### src/core/flpc_pkg.sv
// package for the fifo level and power control register bank
package flpc_pkg;
	// register byte offsets
	localparam logic [7:0] RX_LEVELS_OFS = 8'h7C;
	localparam logic [7:0] TX_LEVELS_OFS = 8'h80;
	localparam logic [7:0] PWR_CTRL_OFS = 8'h84;
	// byte-test register offset, a write wakes the device
	localparam logic [7:0] BYTE_TEST_OFS = 8'h64;
	// power control field positions
	localparam int PSEL_LO = 12;
	localparam int PHYRST_BIT = 10;
	localparam int WFEN_BIT = 9;
	localparam int EDEN_BIT = 8;
	localparam int DRVTYPE_BIT = 6;
	localparam int WUPS_LO = 4;
	localparam int PULSE_BIT = 3;
	localparam int POL_BIT = 2;
	localparam int PINEN_BIT = 1;
	localparam int READY_BIT = 0;
	// reset values and power state codes
	localparam logic [15:0] TX_FREE_RESET = 16'h1200;
	localparam logic [1:0] PSEL_RESET = 2'h0;
	localparam logic [1:0] PSEL_NORMAL = 2'h0;
	localparam logic [1:0] PSEL_WAKEFRAME = 2'h1;
	localparam logic [1:0] PSEL_ENERGY = 2'h2;
	// timing
	localparam int CLK_MHZ = 100;
	localparam int PHY_RESET_REQUEST_US = 100;
	localparam int PHY_RESET_REQUEST_CYC = PHY_RESET_REQUEST_US * CLK_MHZ;
	localparam int PULSE_MS = 50;
	localparam int PULSE_CYC = PULSE_MS * 1000 * CLK_MHZ;
	localparam int WAKE_SETTLE_CYC = 16;
	localparam int CNT_W = 23;

	// fifo level inputs from the datapath
	typedef struct packed {
		logic [7:0] rxStatusUsedDwords;
		logic [15:0] rxDataUsedBytes;
		logic [7:0] txStatusUsedDwords;
		logic [15:0] txDataFreeBytes;
	} flpc_levels_type;

	// wake pin as two signals; oe low means driving
	typedef struct packed {
		logic o;
		logic oeN;
	} flpc_pin_type;
endpackage : flpc_pkg

### src/core/flpc_timer.sv
// one-shot down counter for long hold times
`timescale 1ns/1ps
module flpc_timer #(
	parameter int W = 23
) (
	input wire logic sys_clk,
	input wire logic rst,
	input wire logic start,
	input wire logic [W-1:0] load,
	output logic busy
);
	typedef struct packed {
		logic [W-1:0] cnt;
		logic busy;
	} flpc_tmr_type;
	flpc_tmr_type st_q, st_d;

	// restart on start, otherwise count down to zero
	always_comb begin
		st_d = st_q;
		if (start) begin
			st_d.cnt = load;
			st_d.busy = 1'b1;
		end else if (st_q.busy) begin
			if (st_q.cnt <= W'(1)) begin
				st_d.busy = 1'b0;
				st_d.cnt = '0;
			end else begin
				st_d.cnt = st_q.cnt - W'(1);
			end
		end
	end

	always_ff @(posedge sys_clk or posedge rst) begin
		if (rst) begin
			st_q <= '0;
		end else begin
			st_q <= st_d;
		end
	end

	assign busy = st_q.busy;
endmodule : flpc_timer

### src/core/flpc_regs.sv
// fifo level and power management register bank on avalon-mm
// Contract
// - rx level register bits 23-16 show rx status fifo dwords, reset zero.
// - bits 15-0 show rx data fifo used bytes, dword rounded per frame.
// - tx level register bits 23-16 show tx status fifo dwords, reset zero.
// - tx level bits 15-0 show tx data free bytes, reset 1200h.
// - power control register stays readable in every power-saving state.
// - a read must occur after reset or wake before writes take effect.
// - bits 13-12 select power state, self clearing, reset 00b.
// - any write to the byte-test register wakes a sleeping device.
// - bit 10 resets the phy for at least 100us, then self-clears.
// - writes to bit 10 are ignored while it is still set.
// - bit 9 lets wake frames drive the pin and the wake interrupt.
// - bit 8 lets energy detect drive the pin and the wake interrupt.
// - bit 6 clear gives open-drain active-low pin; set gives push-pull.
// - bit 0 reads ready when awake; other addresses invalid until set.
// - pulse style asserts the pin 50ms per event, else continuously.
// - bit 2 sets push-pull polarity: one high, zero low.
// - bit 1 gates only the external pin, never the wake interrupt.
`timescale 1ns/1ps
module flpc_regs #(
	parameter int PhyRstCyc = flpc_pkg::PHY_RESET_REQUEST_CYC,
	parameter int PulseCyc = flpc_pkg::PULSE_CYC
) (
	input wire logic sys_clk,
	input wire logic rst,
	input wire logic [7:0] address,
	input wire logic read,
	input wire logic write,
	input wire logic [31:0] writedata,
	input wire logic [3:0] byteenable,
	output logic [31:0] readdata,
	output logic waitrequest,
	input wire flpc_pkg::flpc_levels_type levels,
	input wire logic wakeFrameEvent,
	input wire logic energyDetectEvent,
	output logic [1:0] powerState,
	output logic phyReset,
	output logic wakeInterrupt,
	output flpc_pkg::flpc_pin_type wakeEventOut
);
	import flpc_pkg::*;

	typedef enum logic [1:0] {
		BUS_IDLE = 2'h0,
		BUS_DONE = 2'h1
	} flpc_bus_type;

	typedef struct packed {
		flpc_bus_type bus;
		logic waitReq;
		logic [31:0] rdata;
		logic readSeen;
		logic [1:0] psel;
		logic asleep;
		logic ready;
		logic [4:0] settle;
		logic phyRst;
		logic wfEn;
		logic edEn;
		logic drvType;
		logic [1:0] wups;
		logic pulse;
		logic pol;
		logic pinEn;
		logic pinO;
		logic pinOeN;
		logic irq;
	} flpc_state_type;

	flpc_state_type st_q, st_d;
	logic phyBusy, pulseBusy, phyStart, pulseStart;
	logic [CNT_W-1:0] phyLoad, pulseLoad;
	logic accept, wrOk, pinActive, pinLevel, newEvent;

	assign phyLoad = CNT_W'(PhyRstCyc);
	assign pulseLoad = CNT_W'(PulseCyc);

	// phy reset hold timer
	flpc_timer #(.W(CNT_W)) phyTimer (
		.sys_clk(sys_clk),
		.rst(rst),
		.start(phyStart),
		.load(phyLoad),
		.busy(phyBusy)
	);

	// wake pin pulse timer
	flpc_timer #(.W(CNT_W)) pulseTimer (
		.sys_clk(sys_clk),
		.rst(rst),
		.start(pulseStart),
		.load(pulseLoad),
		.busy(pulseBusy)
	);

	// request accepted on the first cycle, answered the next
	assign accept = (read | write) && st_q.bus == BUS_IDLE;
	assign wrOk = accept && write && st_q.readSeen;
	assign newEvent = (wakeFrameEvent && st_q.wfEn)
		|| (energyDetectEvent && st_q.edEn);
	assign phyStart = wrOk && address == PWR_CTRL_OFS && byteenable[1]
		&& writedata[PHYRST_BIT] && !st_q.phyRst
		&& st_q.ready;
	assign pulseStart = newEvent && st_q.pulse;
	// static style holds while status remains, pulse style while timing
	assign pinActive = st_q.pinEn
		&& (st_q.pulse ? pulseBusy : (st_q.wups != 2'h0));

	always_comb begin
		pinLevel = 1'b1;
		if (st_q.drvType) begin
			pinLevel = st_q.pol ? pinActive : !pinActive;
		end else begin
			pinLevel = !pinActive;
		end
	end

	// main next-state logic
	always_comb begin
		st_d = st_q;
		// one-cycle answer, then back to idle
		case (st_q.bus)
			BUS_IDLE: begin
				if (accept) begin
					st_d.bus = BUS_DONE;
				end
			end
			BUS_DONE: begin
				st_d.bus = BUS_IDLE;
			end
			default: begin
				st_d.bus = BUS_IDLE;
			end
		endcase
		// flopped copy, so waitrequest leaves a register directly
		st_d.waitReq = st_d.bus != BUS_DONE;
		if (accept && read) begin
			st_d.readSeen = 1'b1;
			case (address)
				RX_LEVELS_OFS: st_d.rdata = {8'h00,
					levels.rxStatusUsedDwords, levels.rxDataUsedBytes};
				TX_LEVELS_OFS: st_d.rdata = {8'h00,
					levels.txStatusUsedDwords, levels.txDataFreeBytes};
				PWR_CTRL_OFS: st_d.rdata = {18'h00000, st_q.psel, 1'b0,
					st_q.phyRst, st_q.wfEn, st_q.edEn, 1'b0, st_q.drvType,
					st_q.wups, st_q.pulse, st_q.pol, st_q.pinEn,
					st_q.ready};
				default: st_d.rdata = 32'h00000000;
			endcase
		end
		// register writes, low then high byte lanes
		if (wrOk && address == PWR_CTRL_OFS && st_q.ready) begin
			if (byteenable[0]) begin
				st_d.drvType = writedata[DRVTYPE_BIT];
				st_d.pulse = writedata[PULSE_BIT];
				st_d.pol = writedata[POL_BIT];
				st_d.pinEn = writedata[PINEN_BIT];
				// clear status by writing one
				st_d.wups = st_q.wups & ~writedata[WUPS_LO +: 2];
			end
			if (byteenable[1]) begin
				st_d.wfEn = writedata[WFEN_BIT];
				st_d.edEn = writedata[EDEN_BIT];
				if (writedata[PSEL_LO +: 2] == PSEL_WAKEFRAME
					|| writedata[PSEL_LO +: 2] == PSEL_ENERGY) begin
					st_d.psel = writedata[PSEL_LO +: 2];
					st_d.asleep = 1'b1;
					st_d.ready = 1'b0;
					st_d.readSeen = 1'b0;
				end
			end
		end
		if (phyStart) begin
			st_d.phyRst = 1'b1;
		end else if (st_q.phyRst && !phyBusy) begin
			st_d.phyRst = 1'b0;
		end
		// byte-test write wakes, independent of read gating
		if (accept && write && address == BYTE_TEST_OFS && st_q.asleep) begin
			st_d.asleep = 1'b0;
			st_d.settle = 5'(WAKE_SETTLE_CYC);
			st_d.readSeen = 1'b0;
		end
		// mode field clears once awake and settled
		if (!st_q.asleep && !st_q.ready) begin
			if (st_q.settle == 5'h00) begin
				st_d.ready = 1'b1;
				st_d.psel = PSEL_NORMAL;
			end else begin
				st_d.settle = st_q.settle - 5'h01;
			end
		end
		// event status, set wins over clear
		if (wakeFrameEvent && st_q.wfEn) begin
			st_d.wups[1] = 1'b1;
		end
		if (energyDetectEvent && st_q.edEn) begin
			st_d.wups[0] = 1'b1;
		end
		st_d.irq = st_d.wups != 2'h0;
		st_d.pinO = pinLevel;
		st_d.pinOeN = st_q.drvType ? 1'b0 : pinLevel;
	end

	always_ff @(posedge sys_clk or posedge rst) begin
		if (rst) begin
			st_q <= '0;
			st_q.psel <= PSEL_RESET;
			st_q.settle <= 5'(WAKE_SETTLE_CYC);
			st_q.pinO <= 1'b1;
			st_q.pinOeN <= 1'b1;
			st_q.waitReq <= 1'b1;
		end else begin
			st_q <= st_d;
		end
	end

	// outputs straight from flops
	assign readdata = st_q.rdata;
	assign waitrequest = st_q.waitReq;
	assign powerState = st_q.psel;
	assign phyReset = st_q.phyRst;
	assign wakeInterrupt = st_q.irq;
	assign wakeEventOut.o = st_q.pinO;
	assign wakeEventOut.oeN = st_q.pinOeN;
endmodule : flpc_regs

### config.mk
export PLATFORM = sky130hd
export DESIGN_NAME = flpc_regs
export DESIGN_NICKNAME = d
export VERILOG_FILES = /design/src/core/flpc_pkg.sv /design/src/core/flpc_timer.sv /design/src/core/flpc_regs.sv
export SDC_FILE = /design/constraint.sdc
export NUM_CORES = 1
export LEC_CHECK = 0
export ABC_AREA = 1
export BUFFER_PORTS_ARGS = -buffer_cell sky130_fd_sc_hd__buf_4
export CAP_MARGIN = 20
export CORE_AREA = 2 2 116 118
export DETAILED_ROUTE_END_ITERATION = 10
export DIE_AREA = 0 0 118 120
export GPL_ROUTABILITY_DRIVEN = 0
export HOLD_SLACK_MARGIN = 0.1
export PLACE_DENSITY = 0.83
export SKIP_CTS_REPAIR_TIMING = 1
export SKIP_LAST_GASP = 1
export SLEW_MARGIN = 20
export SYNTH_ARGS = -nofsm -noshare
export SYNTH_HDL_FRONTEND = slang
export SYNTH_HIERARCHICAL = 1
export SYNTH_SLANG_ARGS = --single-unit
### constraint.sdc
create_clock -name sys_clk -period 2.9 [get_ports sys_clk]
set_input_delay 0.87 -clock sys_clk [delete_from_list [all_inputs] [get_ports sys_clk]]
set_output_delay 0.87 -clock sys_clk [all_outputs]
set_load 0.005 [all_outputs]
==> metrics.csv, run 1 <==
stage,metric,value,unit
synth,yosys-top-cells-count,"nand2_1, dfrtp_1, nand3_1",
detailed_routing,drtIter0Drc,406,
detailed_routing,totalWireLength,15.3,mm
floorplanning,die-area,14200,µm²
clock_network,clock_latency,350,ps
synth,synth_area_leaders,"dfrtp_1, nand2_1, nand3_1",
timing,max_slew_margin,0.463,
timing,slew_viol_final,0,
finish,areaGrowthSynthToFinish,18.7,%
floorplanning,die_h,120,µm
run_status,status,"finished, final reports clean",
pwr,p_per_area,382,nW/µm²
synth,yosys.area.top_type,dfrtp_1,
synth,ys_seq_area_frac,0.388,
placement,dpl.hpwl,11.3,mm
setup_path,cp_slowest_cell,nor2_1,
detailed_routing,viasPerCell,4.97,
grt,antenna_found_initial,0,
clock_network,clock_sinks,97,
timing,setup_viol,0,
detailed_routing,routedWlPerCell,13.4,µm
setup_path,slowest_delay,260,ps
setup_path,r2r_cells,9,
setup_path,cp-end-kind,flip-flop,
detailed_routing,dr.pass1.iters,5,
placement,dp_slack,446,ps
clock_network,cts-root-buf,clkbuf_16,
timing,fin_skew,11.4,ps
floorplanning,num_rows,42,
job,max_cap_violations,0,
synth,avgSynthCellArea,7.46,µm²
hold_path,hp-class,flip-flop to flip-flop,
hold_path,min_from,st_q[16],
grt,grt_overflow,0,
setup_path,arrival,2350,ps
timing,grt_setup_unrepaired,no,
synth,yosysUniqueCellTypes,36,
floorplanning,start_util,0.483,
setup_path,critPathTopFamily,simple AND/OR/NAND/NOR gates,
finish,fin_area,7450,µm²
hold_path,hold_depth,2,
setup_path,cp_max_fo,23,
grt,grt_pass1_wl,26.0,mm
timing,hold_viol,0,
synth,ys_warn_count,6,
setup_path,r2r-start,st_q[56],
clock_network,cts_tree,done,
placement,dp.cells,1126,
finish,nNetsFinal,1064,
setup_path,cp-start-kind,input pin,
floorplanning,core-area,13000,µm²
setup_path,path_buf_inv,2,
detailed_routing,antenna_left,0,
timing,worstMarginPinSlew,804,ps
timing,max_freq,473,MHz
pwr,p_leak,4.28,nW
setup_path,crit_top_cell,nor2_1,
timing,period_share,0.729,
clock_network,cts_buffers,9,
synth,synth_edf_count,0,
clock_network,clk_pin_slew,70,ps
placement,portBuffers,105,
synth,ys.flop_type,dfrtp_1,
setup_path,path_class,input pin to flip-flop,
timing,fin_tns_setup,0,ps
timing,period_needed,2110,ps
grt,grt_max_degree,30,
clock_network,h-tree-depth,3,
clock_network,cts_buffer_depth,2,
floorplanning,pin_count,137,
synth,yosysMostFrequentCell,nand2_1,
setup_path,critPathLaunch,address[4],
synth,synth_top_area_frac,0.371,
finish,stdcell_count,1142,
setup_path,critPathRequiredTime,3130,ps
synth,syn_inst,841,
pwr,irDropWorstVdd,0.000265,V
synth,synth_async_sr_flop_share,1.00,
placement,placed_area,7160,µm²
detailed_routing,vias,5673,
finish,diodes,0,
setup_path,cp.depth,10,
synth,syn_area,6270,µm²
synth,synth-seq-cells,97,
detailed_routing,drc,0,
grt,track_usage,0.224,
grt,grt_pass1_vias,5462,
timing,fin_ws,787,ps
finish,layout-drive-gt1-share,0.196,
floorplanning,fp.dieW,118,µm
setup_path,worstPathCellList,buf_4 -> nor2_1 -> nand2_1 -> nor2_4 -> nand4_4 -> nor2_1 -> nor2_1 -> buf_4 -> a22oi_1 -> nand2_1,
per-stage QoR:
| stage | hold WS [ps] | util | total power (W) |
|---|---|---|---|
| 3_3_place_gp | 434 | 0.552 | 0.00170 |
| 2_1_floorplan | 408 | - | 0.00158 |
| 5_1_grt | 492 | 0.574 | 0.00295 |
| 3_5_place_dp | 462 | 0.552 | 0.00171 |
| 6_report | 469 | 0.574 | 0.00285 |
| 4_1_cts | 469 | 0.574 | 0.00286 |
sequential cells by signal (all words and copies together) (netlist names):
signal / count
waitrequest: 1
wakeInterrupt: 1
phyTimer/st_q: 23
readdata: 24
wakeEventOut: 2
pulseTimer/busy: 1
phyReset: 1
phyTimer/busy: 1
st_q: 18
pulseTimer/st_q: 23
powerState: 2
placed cells by master, fill, tap and decap left out, types with 3 or more instances in the layout:
master,n
nand4_1,7
a21oi_1,4
nor3_1,4
nand3_2,6
xor2_1,22
nor3_4,3
ha_1,5
dfstp_2,4
a22oi_1,46
conb_1,55
inv_1,65
clkbuf_16,9
nor2_1,70
o21ai_0,5
nand2_1,288
dfrtp_1,93
xnor2_1,18
buf_4,117
nand2_2,8
inv_6,3
nand3_1,86
o211ai_1,5
nor2_4,7
inv_2,3
nor2_2,17
final timing paths:
path                       slack, ps                  end
max                              790     phyTimer/st_q[1]
min                              470             st_q[16]
max reg2reg                      950     phyTimer/st_q[1]
min reg2reg                      470             st_q[16]
max in group asynchronous       1630             st_q[16]
min in group asynchronous        610  pulseTimer/st_q[10]
where the power goes:
part	internal, W	switching, W
registers	0.00137	0.0000152
logic	0.000128	0.000172
clock network	0.000599	0.000563
total	0.00210	0.000750
cells by family after synthesis:
| family | synth area share |
|---|---|
| AO/OA/AOI/OAI | 0.0722 |
| adder cells (fa/ha/maj) | 0.00997 |
| AND/OR/NAND/NOR | 0.363 |
| flip-flops | 0.388 |
| other | 0.00120 |
| XOR/XNOR | 0.0558 |
| buffers and inverters | 0.110 |
cell type report:
| cell class | count | area [µm²] |
|---|---|---|
| Tap cell | 176 | 220 |
| Fill cell | 1141 | 5530 |
| Clock inverter | 7 | 60.1 |
| Inverter | 69 | 260 |
| Timing Repair Buffer | 118 | 898 |
| Multi-Input combinational cell | 666 | 3350 |
| Sequential cell | 97 | 2430 |
| Clock buffer | 9 | 225 |
metal layers:
metal  global-route usage  wire length, µm  up-vias
li1                     -                -     2842
met3               0.0318              776       21
met4               0.0761              261        0
met5                    0                0        -
met1                0.285             6730     2638
met2                0.393             7510      172
worst reg2reg max path, delay by kind of cell (launching register included):
family                 cells  cell delay [ps]
and+or+nand+nor            7             1080
AOI/OAI and AO/OA          1              190
buffers and inverters      1              220
DFF                        1              360
No activity file was read; power rests on OpenSTA's default activity.
==> inputs of run 2 (changes only) <==
- ABC_AREA: 1 -> 0
- CORE_AREA: 2 2 116 118 -> 2 2 114 116
- DIE_AREA: 0 0 118 120 -> 0 0 116 118
- PLACE_DENSITY: 0.83 -> 0.86
- clock period: 2.9 -> 1.87 ns (I/O delays scaled with it)
==> run 2 against run 1 <==
The flow now finishes with violations (negative setup slack). Wire length is 34% higher. Flip-flop and latch count stayed put. Sequential share of layout area is 5.1 points lower. Die area is 3.3% lower. Critical path depth is 3 higher. Via count is 13% higher. Clock skew is 1.6 ps higher. Synthesized cell count is 20% lower. Critical endpoint is now phyTimer/st_q[7]. Largest power group unchanged.
==> metrics.csv, run 2 <==
stage,metric,value,unit
setup_path,path_buf_inv,5,
grt,grt_pass1_wl,29.1,mm
setup_path,r2r-start,st_q[55],
finish,n_fill_cell,830,
detailed_routing,drtIter0Drc,531,
setup_path,cp-start-kind,input pin,
hold_path,hp-class,input pin to async pin,
timing,period_share,1.32,
pwr,p_leak,3.88,nW
synth,synth_top_area_frac,0.384,
clock_network,cts-root-buf,clkbuf_16,
timing,fin_skew,12.9,ps
setup_path,path_class,input pin to flip-flop,
clock_network,clock_sinks,97,
run_status,status,finished with violations,
finish,final_common_cell,buf_4,
timing,finalHoldWorstSlack,213,ps
synth,synth-seq-cells,97,
floorplanning,die-area,13700,µm²
clock_network,clock_latency,360,ps
grt,antenna_found_initial,0,
floorplanning,pin_count,137,
detailed_routing,dr.pass1.iters,5,
setup_path,reg2reg_to,phyTimer/st_q[7],
timing,max_freq,405,MHz
setup_path,r2r_cells,12,
finish,layout_common_cells,"buf_4, dfrtp_1, nand2_1",
placement,placed_area,7800,µm²
floorplanning,die_h,118,µm
finish,nNetsFinal,1018,
synth,ys_seq_area_frac,0.402,
timing,fin_ws,-600,ps
run_status,violations,negative setup slack,
setup_path,critPathLaunch,address[6],
finish,areaGrowthSynthToFinish,46.1,%
finish,fin_area,8840,µm²
setup_path,cp_slowest_cell,or4b_4,
job,max_cap_violations,0,
setup_path,worstPathCellList,buf_6 -> or4b_4 -> nor4_4 -> nand2_2 -> nor3b_4 -> buf_6 -> buf_12 -> inv_8 -> buf_6 -> nand2_4 -> a41oi_2 -> a21oi_2 -> o21ai_1,
synth,yosys-top-cells-count,"dfrtp_1, nand2_1, a21oi_1, o21ai_0, buf_4",
detailed_routing,drc,0,
finish,layout-drive-gt1-share,0.423,
synth,ys.flop_type,dfrtp_1,
finish,diodes,0,
setup_path,cp-end-kind,flip-flop,
timing,slew_viol_final,0,
synth,avgSynthCellArea,8.98,µm²
synth,synth_edf_count,0,
detailed_routing,vias,6409,
placement,dpl.hpwl,13.4,mm
setup_path,slowest_delay,550,ps
synth,synth_async_sr_flop_share,1.00,
finish,largest_register_ff_count,24,
setup_path,critPathTopFamily,simple AND/OR/NAND/NOR gates,
pwr,p_per_area,601,nW/µm²
synth,yosysMostFrequentCell,dfrtp_1,
grt,grt_pass1_vias,6165,
synth,ys_warn_count,6,
grt,track_usage,0.269,
detailed_routing,antenna_left,0,
clock_network,clk_pin_slew,80,ps
setup_path,arrival,2710,ps
grt,grt_max_degree,35,
detailed_routing,totalWireLength,20.5,mm
setup_path,critPathRequiredTime,2110,ps
setup_path,crit_top_cell,buf_6,
setup_path,rrSetupSlack,-570,ps
synth,yosysUniqueCellTypes,69,
detailed_routing,viasPerCell,5.87,
clock_network,cts_tree,done,
timing,hold_viol,0,
floorplanning,core-area,12400,µm²
timing,grt_setup_unrepaired,yes,
pwr,finalPower,0.00532,W
synth,syn_area,6050,µm²
detailed_routing,routedWlPerCell,18.8,µm
setup_path,cp_max_fo,5,
pwr,irDropWorstVdd,0.000389,V
placement,portBuffers,105,
synth,synth_area_leaders,"dfrtp_1, nand2_1, buf_4",
clock_network,h-tree-depth,3,
floorplanning,fp.dieW,116,µm
clock_network,cts_buffers,9,
synth,syn_inst,674,
floorplanning,num_rows,41,
timing,period_needed,2470,ps
timing,setup_viol,64,
floorplanning,start_util,0.488,
clock_network,cts_buffer_depth,2,
synth,yosys.area.top_type,dfrtp_1,
grt,grt_overflow,0,
[run 2: changes by cell type in the layout (fill, tap and decap cells not counted), moves of 17 or more]
cell and delta:
buf_6 +24, inv_1 -43, buf_4 +101, nor2_1 -44, a22oi_1 -26, xor2_1 -21
o21ai_1 +28, nor4_1 +17, a21oi_1 +26, nand3_1 -55, nand2_1 -214
[run 2: how the worst max path moves through the flow]
| stage | endpoint | slack [ps] | cells after the start |
|---|---|---|---|
| 2_1_floorplan | phyTimer/st_q[23] | -780 | 10 |
| 6_report | phyTimer/st_q[7] | -600 | 13 |
| 3_5_place_dp | phyTimer/st_q[5] | -960 | 10 |
| 5_1_grt | phyTimer/st_q[8] | -650 | 10 |
| 3_3_place_gp | phyTimer/st_q[8] | -910 | 10 |
| 4_1_cts | phyTimer/st_q[7] | -620 | 11 |
[run 2: final cells by class]
class	instances	area (µm²)	area share
flip-flops and latches	97	2430	0.275
inverters	25	101	0.0115
well taps	172	215	0.0243
repair buffers	249	2040	0.231
clock inverters	5	61.3	0.00693
clock buffers	11	243	0.0274
multi-input cells	533	3750	0.424
[run 2: kinds of logic after synthesis]
| group | share of synthesized area |
|---|---|
| xor+xnor | 0.00868 |
| buf+inv | 0.0938 |
| compound gates | 0.181 |
| simple gates | 0.267 |
| mux | 0.0360 |
| flops | 0.402 |
| other cells | 0.00124 |
| fa+ha+maj | 0.0103 |
[run 2: metal layers]
metal / share of wire / vias up / GRT usage
li1: - / 2881 / -
met1: 0.36 / 3087 / 0.306
met2: 0.51 / 352 / 0.458
met3: 0.075 / 89 / 0.0675
met4: 0.049 / 0 / 0.146
met5: 0 / - / 0
[run 2: stage by stage]
stage | setup slack [ps] | setup TNS (ps) | instances | util
after global routing | -647 | -18060 | 1092 | 0.712
final | -600 | -14070 | 1092 | 0.712
after floorplan | -779 | -20450 | 727 | -
after detailed placement | -963 | -36990 | 1051 | 0.628
after CTS | -623 | -14820 | 1067 | 0.653
after global placement | -906 | -33750 | 1051 | 0.628
[run 2: power breakdown]
part | internal [W] | switching [W] | leakage [nW]
clock network | 0.00109 | 0.000869 | 0.151
registers | 0.00226 | 0.000212 | 1.18
logic | 0.000414 | 0.000473 | 2.55
